`src/include/pirq_pkg.sv`:
```
// package for the port input interrupt flag and dma request block
package pirq_pkg;
    // ==================================================
    // register indices (printed offsets), byte address = 4 * index
    localparam logic [19:0] IDX_ROUTE_LO   = 20'h40290;
    localparam logic [19:0] IDX_ROUTE_HI   = 20'h40293;
    localparam logic [19:0] IDX_DMAEN_LO   = 20'h40294;
    localparam logic [19:0] IDX_DMAEN_HI   = 20'h40297;
    localparam logic [19:0] IDX_FLAG       = 20'h40280;
    localparam logic [19:0] IDX_INTEN      = 20'h40270;
    localparam logic [19:0] IDX_PRIO_LO    = 20'h40260;
    localparam logic [19:0] IDX_PRIO_HI    = 20'h40261;
    localparam logic [19:0] IDX_TRIG_TYPE  = 20'h402c9;
    localparam logic [19:0] IDX_TRIG_POL   = 20'h402c8;
    localparam logic [19:0] IDX_CONTROL    = 20'h402d0;
    // ==================================================
    // field positions and reset values
    localparam int          CTL_METHOD_BIT = 0;
    localparam int          NUM_CH         = 10;
    localparam logic [7:0]  RST_BYTE       = 8'h00;
    localparam logic [0:0]  RST_METHOD     = 1'h1;
    // ==================================================
    // cpu side state
    typedef struct packed {
        logic       global_int_enable;
        logic [2:0] current_level;
    } pirq_cpu_t;
endpackage

```
`src/hw/pirq_core.sv`:
```
// port input interrupt flags, cpu request and dma request logic
//
// Overview of operation
// - a flag reads one once its condition occurred since the last clear.
// - clear-only method: writing one clears a flag, zero leaves it.
// - read/write method: writing one sets a flag, zero clears it.
// - method select bit one means clear-only, zero read/write; clear-only at reset.
// - flags set on trigger regardless of enable and priority.
// - cpu request needs enable, top priority, global enable, level above cpu level.
// - dma routed channel requests cpu only after dma transfer completes.
// - flags clear only by software writes.
// - flags undefined after reset; software clears them before enabling.
// - route bits: set-only or read/write method, readable.
// - route bit one invokes dma, zero normal interrupt; resets to zero.
// - dma enable bit gates dma request, same write semantics, resets zero.
// - route bits for channels 3-0 and 7-4 in two registers.
// - dma enable bits for channels 3-0 and 7-4 in two registers.
// - detection runs only while the prescaler clock runs.
// - in deep halt or sleep, edge setting wakes by level.
// - falling wake with pin already low resumes at once.
// - trigger type one edge, zero level; level at cold start, kept at hot.
// - polarity one high or rising, zero low or falling; kept at hot start.
// - interrupt enable bits gate cpu request, reset to zero.
//
// The APB slave port was chosen for this implementation.
`timescale 1ns/1ps
`default_nettype none
module pirq_core #(
    parameter int NCH = 10
) (
    // clock and reset
    input  wire logic                  pclk,
    input  wire logic                  presetn,
    input  wire logic                  cold_start,
    // apb slave
    input  wire logic                  psel,
    input  wire logic                  penable,
    input  wire logic                  pwrite,
    input  wire logic [21:0]           paddr,
    input  wire logic [31:0]           pwdata,
    output logic      [31:0]           prdata,
    output logic                       pready,
    output logic                       pslverr,
    // inputs: 8 port channels then 2 key groups
    input  wire logic [NCH-1:0]        chan_in,
    input  wire logic                  prescaler_run,
    input  wire logic                  low_power,
    input  wire pirq_pkg::pirq_cpu_t   cpu_state,
    // dma side
    output logic      [7:0]            dma_req,
    input  wire logic [7:0]            dma_done,
    // cpu side
    output logic                       cpu_irq,
    output logic      [3:0]            cpu_irq_chan,
    output logic      [2:0]            cpu_irq_level,
    output logic                       cpu_wake
);
    // ==================================================
    // register state
    logic [NCH-1:0] flag_r;
    logic [NCH-1:0] inten_r;
    logic [7:0]     route_r;
    logic [7:0]     dmaen_r;
    logic [NCH-1:0] ttype_r;
    logic [NCH-1:0] tpol_r;
    logic [2:0]     prio_r [NCH];
    logic           method_r;
    logic [7:0]     dma_pend_r;
    logic [NCH-1:0] irq_ok_r;
    logic [NCH-1:0] s1_r, s2_r, s3_r;
    logic           init_r;

    // ==================================================
    // apb decode: zero wait states, unmapped answers pslverr
    logic [19:0] idx;
    logic        wr_en;
    logic        hit;
    assign idx     = paddr[21:2];
    assign wr_en   = psel && penable && pwrite;
    assign pready  = 1'b1;
    // hit comes from the read decode below
    assign pslverr = psel && penable && !hit;

    logic w_route_lo, w_route_hi, w_dmaen_lo, w_dmaen_hi, w_flag, w_inten;
    logic w_prio_lo, w_prio_hi, w_ttype, w_tpol, w_ctl;
    assign w_route_lo = wr_en && idx == pirq_pkg::IDX_ROUTE_LO;
    assign w_route_hi = wr_en && idx == pirq_pkg::IDX_ROUTE_HI;
    assign w_dmaen_lo = wr_en && idx == pirq_pkg::IDX_DMAEN_LO;
    assign w_dmaen_hi = wr_en && idx == pirq_pkg::IDX_DMAEN_HI;
    assign w_flag     = wr_en && idx == pirq_pkg::IDX_FLAG;
    assign w_inten    = wr_en && idx == pirq_pkg::IDX_INTEN;
    assign w_prio_lo  = wr_en && idx == pirq_pkg::IDX_PRIO_LO;
    assign w_prio_hi  = wr_en && idx == pirq_pkg::IDX_PRIO_HI;
    assign w_ttype    = wr_en && idx == pirq_pkg::IDX_TRIG_TYPE;
    assign w_tpol     = wr_en && idx == pirq_pkg::IDX_TRIG_POL;
    assign w_ctl      = wr_en && idx == pirq_pkg::IDX_CONTROL;

    // ==================================================
    // read mux, registered data
    logic [31:0] rd_nxt;
    always_comb begin
        rd_nxt = 32'h0;
        hit = 1'b1;
        if (idx == pirq_pkg::IDX_ROUTE_LO) begin
            rd_nxt[3:0] = route_r[3:0];
        end else if (idx == pirq_pkg::IDX_ROUTE_HI) begin
            rd_nxt[7:4] = route_r[7:4];
        end else if (idx == pirq_pkg::IDX_DMAEN_LO) begin
            rd_nxt[3:0] = dmaen_r[3:0];
        end else if (idx == pirq_pkg::IDX_DMAEN_HI) begin
            rd_nxt[7:4] = dmaen_r[7:4];
        end else if (idx == pirq_pkg::IDX_FLAG) begin
            rd_nxt[NCH-1:0] = flag_r;
        end else if (idx == pirq_pkg::IDX_INTEN) begin
            rd_nxt[NCH-1:0] = inten_r;
        end else if (idx == pirq_pkg::IDX_PRIO_LO) begin
            for (int i = 0; i < 5; i++) begin
                rd_nxt[4*i +: 3] = prio_r[i];
            end
        end else if (idx == pirq_pkg::IDX_PRIO_HI) begin
            for (int i = 0; i < 5; i++) begin
                rd_nxt[4*i +: 3] = prio_r[i+5];
            end
        end else if (idx == pirq_pkg::IDX_TRIG_TYPE) begin
            rd_nxt[NCH-1:0] = ttype_r;
        end else if (idx == pirq_pkg::IDX_TRIG_POL) begin
            rd_nxt[NCH-1:0] = tpol_r;
        end else if (idx == pirq_pkg::IDX_CONTROL) begin
            rd_nxt[pirq_pkg::CTL_METHOD_BIT] = method_r;
        end else begin
            hit = 1'b0;
        end
    end
    always_ff @(posedge pclk or negedge presetn) begin
        if (!presetn) begin
            prdata <= 32'h0;
        end else if (psel && !penable && !pwrite) begin
            prdata <= rd_nxt;
        end
    end

    // ==================================================
    // control bits
    always_ff @(posedge pclk or negedge presetn) begin
        if (!presetn) begin
            method_r <= pirq_pkg::RST_METHOD;
        end else if (w_ctl) begin
            method_r <= pwdata[pirq_pkg::CTL_METHOD_BIT];
        end
    end

    // route and dma enable: set-only or read/write
    function automatic logic [7:0] upd8(input logic [7:0] old, input logic [7:0] wd,
                                        input logic [7:0] m, input logic so);
        upd8 = so ? (old | (wd & m)) : ((old & ~m) | (wd & m));
    endfunction
    always_ff @(posedge pclk or negedge presetn) begin
        if (!presetn) begin
            route_r <= pirq_pkg::RST_BYTE;
            dmaen_r <= pirq_pkg::RST_BYTE;
        end else begin
            if (w_route_lo) route_r <= upd8(route_r, pwdata[7:0], 8'h0f, method_r);
            if (w_route_hi) route_r <= upd8(route_r, pwdata[7:0], 8'hf0, method_r);
            if (w_dmaen_lo) dmaen_r <= upd8(dmaen_r, pwdata[7:0], 8'h0f, method_r);
            if (w_dmaen_hi) dmaen_r <= upd8(dmaen_r, pwdata[7:0], 8'hf0, method_r);
        end
    end

    // enable resets; priority has no defined reset value but gets zero
    always_ff @(posedge pclk or negedge presetn) begin
        if (!presetn) begin
            inten_r <= '0;
            for (int i = 0; i < NCH; i++) prio_r[i] <= 3'h0;
        end else begin
            if (w_inten) inten_r <= pwdata[NCH-1:0];
            for (int i = 0; i < 5; i++) begin
                if (w_prio_lo && i < NCH) prio_r[i] <= pwdata[4*i +: 3];
                if (w_prio_hi && i + 5 < NCH) prio_r[i+5] <= pwdata[4*i +: 3];
            end
        end
    end

    // trigger settings survive a hot start, so they are loaded after release
    always_ff @(posedge pclk or negedge presetn) begin
        if (!presetn) begin
            init_r <= 1'b1;
        end else begin
            init_r <= 1'b0;
        end
    end
    always_ff @(posedge pclk) begin
        if (init_r && cold_start) begin
            ttype_r <= '0;
            tpol_r  <= '0;
        end else begin
            if (w_ttype) ttype_r <= pwdata[NCH-1:0];
            if (w_tpol) tpol_r <= pwdata[NCH-1:0];
        end
    end

    // ==================================================
    // pin sync and detection
    always_ff @(posedge pclk or negedge presetn) begin
        if (!presetn) begin
            s1_r <= '0;
            s2_r <= '0;
            s3_r <= '0;
        end else begin
            s1_r <= chan_in;
            s2_r <= s1_r;
            s3_r <= s2_r;
        end
    end
    // a value counts once stages two and three agree; one-cycle glitches drop out
    logic [NCH-1:0] agree;
    logic [NCH-1:0] pin_r;
    logic [NCH-1:0] lvl;
    logic [NCH-1:0] trig;
    assign agree = ~(s2_r ^ s3_r);

    always_ff @(posedge pclk or negedge presetn) begin
        if (!presetn) begin
            pin_r <= '0;
        end else begin
            pin_r <= (agree & s3_r) | (~agree & pin_r);
        end
    end

    generate
        for (genvar g = 0; g < NCH; g++) begin : g_det
            assign lvl[g]  = tpol_r[g] ? pin_r[g] : !pin_r[g];
            assign trig[g] = prescaler_run && (ttype_r[g] ?
                             (agree[g] && s3_r[g] != pin_r[g] && s3_r[g] == tpol_r[g]) :
                             lvl[g]);
        end
    endgenerate

    // ==================================================
    // flags: no reset, undefined until software clears them
    logic [NCH-1:0] fmask;
    assign fmask = pwdata[NCH-1:0];
    always_ff @(posedge pclk) begin
        for (int i = 0; i < NCH; i++) begin
            if (trig[i]) begin
                flag_r[i] <= 1'b1;
            end else if (w_flag) begin
                if (method_r) begin
                    if (fmask[i]) flag_r[i] <= 1'b0;
                end else begin
                    flag_r[i] <= fmask[i];
                end
            end
        end
    end

    // ==================================================
    // dma request and completion gating
    logic [7:0] dma_on;
    assign dma_on = route_r & dmaen_r;
    logic [7:0] flag_rise;
    logic [NCH-1:0] flag_d_r;
    always_ff @(posedge pclk or negedge presetn) begin
        if (!presetn) begin
            flag_d_r <= '0;
        end else begin
            flag_d_r <= flag_r;
        end
    end
    assign flag_rise = flag_r[7:0] & ~flag_d_r[7:0];
    always_ff @(posedge pclk or negedge presetn) begin
        if (!presetn) begin
            dma_pend_r <= 8'h00;
            irq_ok_r   <= '0;
        end else begin
            irq_ok_r[NCH-1:8] <= '1;
            for (int i = 0; i < 8; i++) begin
                if (route_r[i]) begin
                    if (dma_done[i] && dma_pend_r[i]) irq_ok_r[i] <= 1'b1;
                    else if (flag_rise[i]) irq_ok_r[i] <= 1'b0;
                end else begin
                    irq_ok_r[i] <= 1'b1;
                end
            end
            for (int i = 0; i < 8; i++) begin
                if (flag_rise[i] && dma_on[i]) dma_pend_r[i] <= 1'b1;
                else if (dma_done[i]) dma_pend_r[i] <= 1'b0;
            end
        end
    end
    assign dma_req = dma_pend_r;

    logic [NCH-1:0] irq_en;
    assign irq_en = irq_ok_r & ~NCH'(route_r & flag_rise);

    // ==================================================
    // cpu request: highest priority candidate, lowest channel on tie
    logic [3:0] best;
    logic [2:0] best_lvl;
    logic       any;
    always_comb begin
        best = 4'h0;
        best_lvl = 3'h0;
        any = 1'b0;
        for (int i = 0; i < NCH; i++) begin
            if (flag_r[i] && inten_r[i] && irq_en[i] &&
                (!any || prio_r[i] > best_lvl)) begin
                any = 1'b1;
                best = 4'(i);
                best_lvl = prio_r[i];
            end
        end
    end
    // a flag left set re-requests after reti
    always_ff @(posedge pclk or negedge presetn) begin
        if (!presetn) begin
            cpu_irq       <= 1'b0;
            cpu_irq_chan  <= 4'h0;
            cpu_irq_level <= 3'h0;
        end else begin
            cpu_irq <= any && cpu_state.global_int_enable &&
                       best_lvl > cpu_state.current_level;
            cpu_irq_chan  <= best;
            cpu_irq_level <= best_lvl;
        end
    end

    // wake by level even for edge settings; a pin already low wakes at once
    logic [NCH-1:0] wake_src;
    assign wake_src = lvl & inten_r;
    always_ff @(posedge pclk or negedge presetn) begin
        if (!presetn) begin
            cpu_wake <= 1'b0;
        end else begin
            cpu_wake <= low_power && |wake_src;
        end
    end

    // ==================================================
    // assertions
    AST_IRQ_NEEDS_GIE: assert property (@(posedge pclk) disable iff (!presetn)
        cpu_irq |-> $past(cpu_state.global_int_enable))
        else $error("irq without global enable");
    AST_IRQ_LEVEL: assert property (@(posedge pclk) disable iff (!presetn)
        cpu_irq |-> cpu_irq_level > $past(cpu_state.current_level))
        else $error("irq level not above cpu level");
    AST_SET_WINS: assert property (@(posedge pclk) disable iff (!presetn)
        trig[0] && w_flag |=> flag_r[0])
        else $error("set lost against clear");
    AST_CLR_ONLY: assert property (@(posedge pclk) disable iff (!presetn)
        w_flag && method_r && !pwdata[1] && flag_r[1] |=> flag_r[1])
        else $error("zero write changed flag");
    AST_RW_CLEAR: assert property (@(posedge pclk) disable iff (!presetn)
        w_flag && !method_r && !pwdata[2] && !trig[2] |=> !flag_r[2])
        else $error("read write clear failed");
    AST_NO_AUTO_CLR: assert property (@(posedge pclk) disable iff (!presetn)
        flag_r[0] && !w_flag |=> flag_r[0])
        else $error("flag cleared without write");
    AST_ROUTE_SETONLY: assert property (@(posedge pclk) disable iff (!presetn)
        w_route_lo && method_r && route_r[0] |=> route_r[0])
        else $error("route bit cleared in set only");
    AST_DMA_GATED: assert property (@(posedge pclk) disable iff (!presetn)
        $rose(dma_req[6]) |-> $past(dmaen_r[6] && route_r[6]))
        else $error("dma request while disabled");
    AST_DMA_NO_IRQ: assert property (@(posedge pclk) disable iff (!presetn)
        route_r[6] && (flag_rise[6] || dma_pend_r[6]) |=> !(cpu_irq && cpu_irq_chan == 4'h6))
        else $error("routed channel requested cpu");
    AST_WAKE: assert property (@(posedge pclk) disable iff (!presetn)
        low_power && |wake_src |=> cpu_wake)
        else $error("no wake");
endmodule
`default_nettype wire

```
`config.mk`:
```
export PLATFORM = sky130hd
export DESIGN_NAME = pirq_core
export DESIGN_NICKNAME = d
export VERILOG_FILES = /design/src/include/pirq_pkg.sv /design/src/hw/pirq_core.sv
export SDC_FILE = /design/constraint.sdc
export NUM_CORES = 1
export LEC_CHECK = 0
export BUFFER_PORTS_ARGS = -buffer_cell sky130_fd_sc_hd__buf_4
export CAP_MARGIN = 25
export CORE_MARGIN = 8
export CORE_UTILIZATION = 40
export DETAILED_ROUTE_END_ITERATION = 6
export PLACE_DENSITY_LB_ADDON = 0.12
export SETUP_SLACK_MARGIN = 0.5
export SLEW_MARGIN = 0
export SYNTH_ARGS = -nofsm -noshare
export SYNTH_HDL_FRONTEND = slang
export SYNTH_SLANG_ARGS = --single-unit
```
`constraint.sdc`:
```
create_clock -name pclk -period 16.1 [get_ports pclk]
set_clock_uncertainty 0.05 [all_clocks]
set_input_delay 0 -clock pclk [delete_from_list [all_inputs] [get_ports pclk]]
set_output_delay 0 -clock pclk [all_outputs]
set_load 0.05 [all_outputs]
```
==> metrics.yaml, run 1 <==
outcome:
  outcome: "finished, final reports clean"
synth:
  async_reset_ff_share_pct: 83.2
  avgSynthCellArea_um2: 9.94
  synth_top_area_share_pct: 40.6
  syn-cell-area_um2: 9060
  yosys_warnings: 0
  syn_inst: 912
  synth_seq_cells: 179
  synth_area_leaders: "dfrtp_1 41%, dfxtp_1 6.6%, nand2_1 4.5%"
  ys_seq_area_share_pct: 47.8
  yosysUniqueCellTypes: 79
  yosysTopAreaCell: "dfrtp_1"
  synthFlopType: "dfrtp_1"
  synth-edff-count: 0
route:
  viasPerCell: 5.50
  ant_nets: 0
  vias: 7399
  route.detailed.drc: 0
  routedWlPerCell_um: 19.1
  drtPass1Iterations: 5
  wirelength_um: 25700
  drt_iter0_drc: 477
worst_setup_path:
  crit_type: "reg -> reg"
  crit_path_frequent_cell: "ha_1"
  crit_fanout: 9
  slowest_stage: "dfxtp_1"
  crit_path_start_kind: "register"
  required_ns: 16.36
  worst-endpoint-arrival_ns: 14.75
  cp-end-kind: "register"
  rr_worst_depth: 69
  slowest_delay_ns: 0.46
sta:
  finalWorstSetupSlack_ns: 1.62
  period_share_pct: 90.0
  worst_pin_slew_ns: 0.892
  slew_headroom_pct: 40.5
  rsz0062_at_grt: "false"
  setup-tns-final_ns: 0
  setup_viol: 0
  fmaxAchievable_mhz: 69.0
  min_period_ns: 14.48
  hold_viol: 0
  finalMaxSlewViolations: 0
cells_and_area:
  syn2layout_area_growth_pct: 22.1
  drive_above_1_share_pct: 19.5
  antenna_cells: 0
  fillCellCount: 2106
  layout.nets: 1158
  stdcell_area_um2: 11100
cts:
  cts_root_buf: "clkbuf_16"
  path_clk_slew_ns: 0.07
  cts-htree-levels: 4
  cts_tree: "built"
  clkLatencyLatePin_ns: 0.43
  cts_sinks: 179
  cts_buffers: 17
  ctsLongestPathBuffers: 2
die:
  fp.dieArea_um2: 27700
  row_count: 55
  core_um2: 22400
  die_w_um: 167
  io_pins: 135
  initial_utilization_pct: 40.4
  die_y_um: 167
global_routing:
  grt_overflow: 0
  grt_use_met2_pct: 30.7
  antenna_found_initial: 0
  grt.met1_usage_pct: 23.9
  grt_max_degree: 96
  met3_usage_pct: 4.04
  grt_pass1_wl_um: 40900
  grt_usage_pct: 18.5
  grt_pass1_vias: 7353
  top_usage_layer: "met2"
placement:
  place_ws_ns: 0.801
  dpl.hpwl_um: 19100
  io_buffers: 101
  place.gp.congestion: 0.847
  placed_area_um2: 10000
pwr:
  ir_drop_uv: 63.1
  pwr_density_cell_nw_per_um2: 84.7
  p_leak_nw: 4.72
  p_total_mw: 0.937
min_path:
  min_path_type: "in -> reg"
  worstHoldPathCells: 4
run:
  drv_cap: 0
-- placed cells by master, fill, tap and decap left out, drive strengths merged, types with 6 or more instances in the layout --
cell         instances
dfrtp              147
nand2              109
buf                109
o21ai               54
nand3               47
inv                 47
nor2                43
dlygate4sd3         40
mux2                37
a21oi               37
dfxtp               30
ha                  27
nor3                21
nand2b              20
nor2b               19
a22o                18
conb                18
clkbuf              18
o22ai               15
nand4b              13
mux2i               13
nor4                11
a21o                10
xnor2               10
a22oi                9
maj3                 9
o311ai               9
a222oi               8
a221oi               7
and2                 7
o211ai               6
clkinv               6
-- per-stage QoR --
stage / hold WS, ns / utilization (%) / cells
after floorplan: -0.346 / - / 928
after global placement: 0.0595 / 44.7 / 1270
after detailed placement: 0.0603 / 44.7 / 1270
after CTS: 0.0420 / 49.0 / 1342
after global routing: 0.0820 / 49.3 / 1345
final: 0.0590 / 49.3 / 1345
-- cells in the mapped netlist, types with 15 or more instances --
master    number
nor2b_1       19
o22ai_1       15
inv_1         40
dfxtp_1       30
nor3_1        21
mux2_2        35
buf_4         16
o21ai_0       52
nor2_1        43
clkbuf_1      24
dfrtp_1      147
a21oi_1       35
nand3_1       46
ha_1          27
a22o_1        18
nand2_1      109
nand2b_1      20
-- registers in the layout, indices dropped and copies added (netlist names), 9 cells and up, named ones only --
| name | cells |
|---|---|
| s3_r | 10 |
| flag_r | 10 |
| prdata | 17 |
| prio_r | 30 |
| s2_r | 10 |
| irq_ok_r | 9 |
| s1_r | 10 |
| inten_r | 10 |
| ttype_r | 10 |
| tpol_r | 10 |
-- worst max-delay path: cells and delay by family (launching register included) --
family / cells / cell delay (ns)
simple gates: 20 / 3.48
fa+ha+maj: 10 / 2.74
buf+inv: 4 / 0.27
flops: 1 / 0.46
mux: 4 / 1.07
compound gates: 31 / 6.27
-- cells by family after synthesis --
logic type / Yosys count / share of synthesized area [%]
fa+ha+maj: 36 / 4.72
simple gates: 327 / 18.5
buf+inv: 90 / 4.64
other cells: 2 / 0.0829
flops: 179 / 47.8
xor+xnor: 10 / 0.967
compound gates: 218 / 17.2
mux: 50 / 6.12
-- routing by layer --
| layer | part of all wire, % | vias to the layer above |
|---|---|---|
| li1 | - | 3597 |
| met5 | 0 | - |
| met4 | 1.2 | 0 |
| met1 | 46 | 3616 |
| met3 | 5.2 | 20 |
| met2 | 48 | 166 |
-- cell type report --
cell class	count	area [um^2]	area share [%]
clock buffers	17	425	3.85
clock inverters	15	144	1.30
inverters	40	150	1.36
multi-input cells	659	4430	40.0
flip-flops and latches	179	4330	39.2
well taps	285	357	3.22
repair buffers	150	1230	11.1
-- worst paths after layout --
| check | end | from | slack, ns |
|---|---|---|---|
| min | ttype_r[3] | cold_start | 0.06 |
| max | cpu_irq | flag_r[0] | 1.62 |
| max reg2reg | cpu_irq | flag_r[0] | 1.62 |
| max in group asynchronous | prio_r[23] | presetn | 14.55 |
| min reg2reg | s2_r[0] | s1_r[0] | 0.30 |
| min in group asynchronous | irq_ok_r[2] | presetn | 0.19 |
-- report_power, final --
| group | total [mW] | internal, mW | switching (mW) |
|---|---|---|---|
| clock | 0.410 | 0.218 | 0.192 |
| sequential | 0.463 | 0.456 | 0.00732 |
| combinational | 0.0644 | 0.0262 | 0.0382 |
| total | 0.937 | 0.700 | 0.238 |
-- timing repair --
| item | in CTS | in global routing |
|---|---|---|
| endpoints found under the setup margin | 0 | 6 |
| hold buffers | 40 | 0 |
| resized for setup | 0 | 11 |
| setup buffers | 0 | 2 |
| hold endpoints to repair | 207 | 0 |
No activity file was read; power rests on OpenSTA's default activity.
==> run 2: changes to the inputs <==
Settings changed: BUFFER_PORTS_ARGS -buffer_cell sky130_fd_sc_hd__buf_4 to -buffer_cell sky130_fd_sc_hd__buf_2, CORE_UTILIZATION 40 to 55, TNS_END_PERCENT set to 10.
==> run 2 against run 1 <==
  * Flip-flop and latch count stayed put
  * Hold slack got worse by 0.014 ns
  * Setup slack gained 0.049 ns
  * Combinational power shrank 7.8%
  * Global-route usage rose by 5.9 points
  * Power down 2.1%
  * Critical endpoint unchanged
==> metrics.yaml, run 2 (synthesis gave the netlist of run 1 again) <==
sta:
  period_share_pct: 89.7
  hold_viol: 0
  setup_viol: 0
  worst_pin_slew_ns: 0.974
  finalWorstSetupSlack_ns: 1.67
  slew_headroom_pct: 34.5
  fmaxAchievable_mhz: 69.3
  finalMaxSlewViolations: 0
  min_period_ns: 14.43
  rsz0062_at_grt: "false"
  setup-tns-final_ns: 0
global_routing:
  grt_usage_pct: 24.4
  grt_pass1_vias: 7432
  grt_max_degree: 84
  grt_overflow: 0
  antenna_found_initial: 3
  grt_pass1_wl_um: 39200
die:
  die_w_um: 144
  row_count: 47
  fp.dieArea_um2: 20800
  die_y_um: 144
  initial_utilization_pct: 55.4
  io_pins: 135
  core_um2: 16300
worst_setup_path:
  crit_fanout: 11
  cp-end-kind: "register"
  crit_path_frequent_cell: "ha_1"
  crit_path_start_kind: "register"
  slowest_delay_ns: 0.46
  path_delay_family: "compound AO/OA/AOI/OAI gates"
  worst-endpoint-arrival_ns: 14.70
  required_ns: 16.36
  slowest_stage: "dfxtp_1"
  crit_type: "reg -> reg"
  critPathBufInv: 3
cells_and_area:
  layout.nets: 1157
  largest_reg_flops: 30
  top_register: "prio_r"
  layout_common_cells: "147 x dfrtp_1, 109 x nand2_1, 100 x buf_2, 49 x o21ai_0, 46 x nand3_1"
  fillCellCount: 1374
  reg_top3: "prio_r (30), prdata (17)"
  final_util_pct: 65.5
  syn2layout_area_growth_pct: 18.2
  final_common_cell: "dfrtp_1"
  drive_above_1_share_pct: 19.1
pwr:
  pwr_density_cell_nw_per_um2: 85.6
  p_leak_nw: 4.65
  ir_drop_uv: 77.1
cts:
  cts-htree-levels: 4
  cts_buffers: 17
  cts_tree: "built"
  ctsLongestPathBuffers: 2
  cts_root_buf: "clkbuf_16"
  post-cts-setup-buffers: 0
  cts_sinks: 179
  path_clk_slew_ns: 0.07
  clkLatencyLatePin_ns: 0.43
placement:
  io_buffers: 101
  place_ws_ns: 0.982
  dpl.hpwl_um: 18000
  place.gp.congestion: 0.904
route:
  viasPerCell: 5.98
  drt_iter0_drc: 679
  vias: 7656
  ant_nets: 0
  wirelength_um: 24700
  route.detailed.drc: 0
  routedWlPerCell_um: 19.3
  drtPass1Iterations: 5
outcome:
  outcome: "finished, final reports clean"
run:
  drv_cap: 0
min_path:
  min_path_type: "in -> reg"
## run 2: cell types whose count changed in the layout (fill, tap and decap cells not counted), moves of 3 or more
cell,previous run,this run
clkinv_4,2,5
inv_8,3,0
inv_6,4,1
buf_4,108,6
clkbuf_1,0,3
buf_2,0,100
## run 2: metrics by stage
stage	std cells	power [mW]	hold slack, ns	cell area [um^2]
floorplan	928	0.501	-0.346	9120
global placement	1205	0.523	0.0442	9690
detailed placement	1206	0.524	0.0464	9700
CTS	1278	0.924	0.0359	10700
global route	1280	0.948	0.0891	10700
finish	1280	0.917	0.0453	10700
## run 2: repair_timing
item                       in CTS  in global routing
hold endpoints to repair      197                  0
hold buffers                   40                  0
setup endpoints to repair       0                  6
resized for setup               0                 12
## run 2: worst min-delay path, stage by stage
cell      delay, ns
buf_2          0.10
inv_1          0.04
ha_1           0.13
o211ai_1       0.10
a21oi_1        0.11
## run 2: path summary, 6_finish.rpt
| check | start | to | slack, ns | cells after the start |
|---|---|---|---|---|
| worst min register to register | s1_r[1] | s2_r[1] | 0.30 | 0 |
| min in group asynchronous | presetn | s2_r[3] | 0.13 | 2 |
| worst min-delay path | cpu_state[2] | cpu_irq | 0.05 | 5 |
| worst max-delay path | flag_r[0] | cpu_irq | 1.67 | 68 |
| max in group asynchronous | presetn | prdata[7] | 14.53 | 3 |
| worst max register to register | flag_r[0] | cpu_irq | 1.67 | 68 |
## run 2: area by class of cell
class                   count  area [um^2]  share of cell area [%]
diodes                      1         2.50                  0.0234
clock buffers              21          450                    4.21
clock inverters            11          105                   0.981
inverters                  40          150                    1.40
multi-input cells         659         4420                    41.3
flip-flops and latches    179         4330                    40.4
well taps                 220          275                    2.57
repair buffers            149          973                    9.09
## run 2: power breakdown
group,internal (mW),total (mW),switching (mW)
Clock,0.218,0.394,0.176
Sequential,0.456,0.463,0.00727
Combinational,0.0213,0.0594,0.0382
## run 2: per-layer routing
layer | track usage, % | up-vias | part of all wire (%)
met1 | 31.2 | 3687 | 42
li1 | - | 3595 | -
met3 | 4.42 | 60 | 6.5
met5 | 0 | - | 0.10
met2 | 39.4 | 310 | 48
met4 | 11.0 | 4 | 2.9
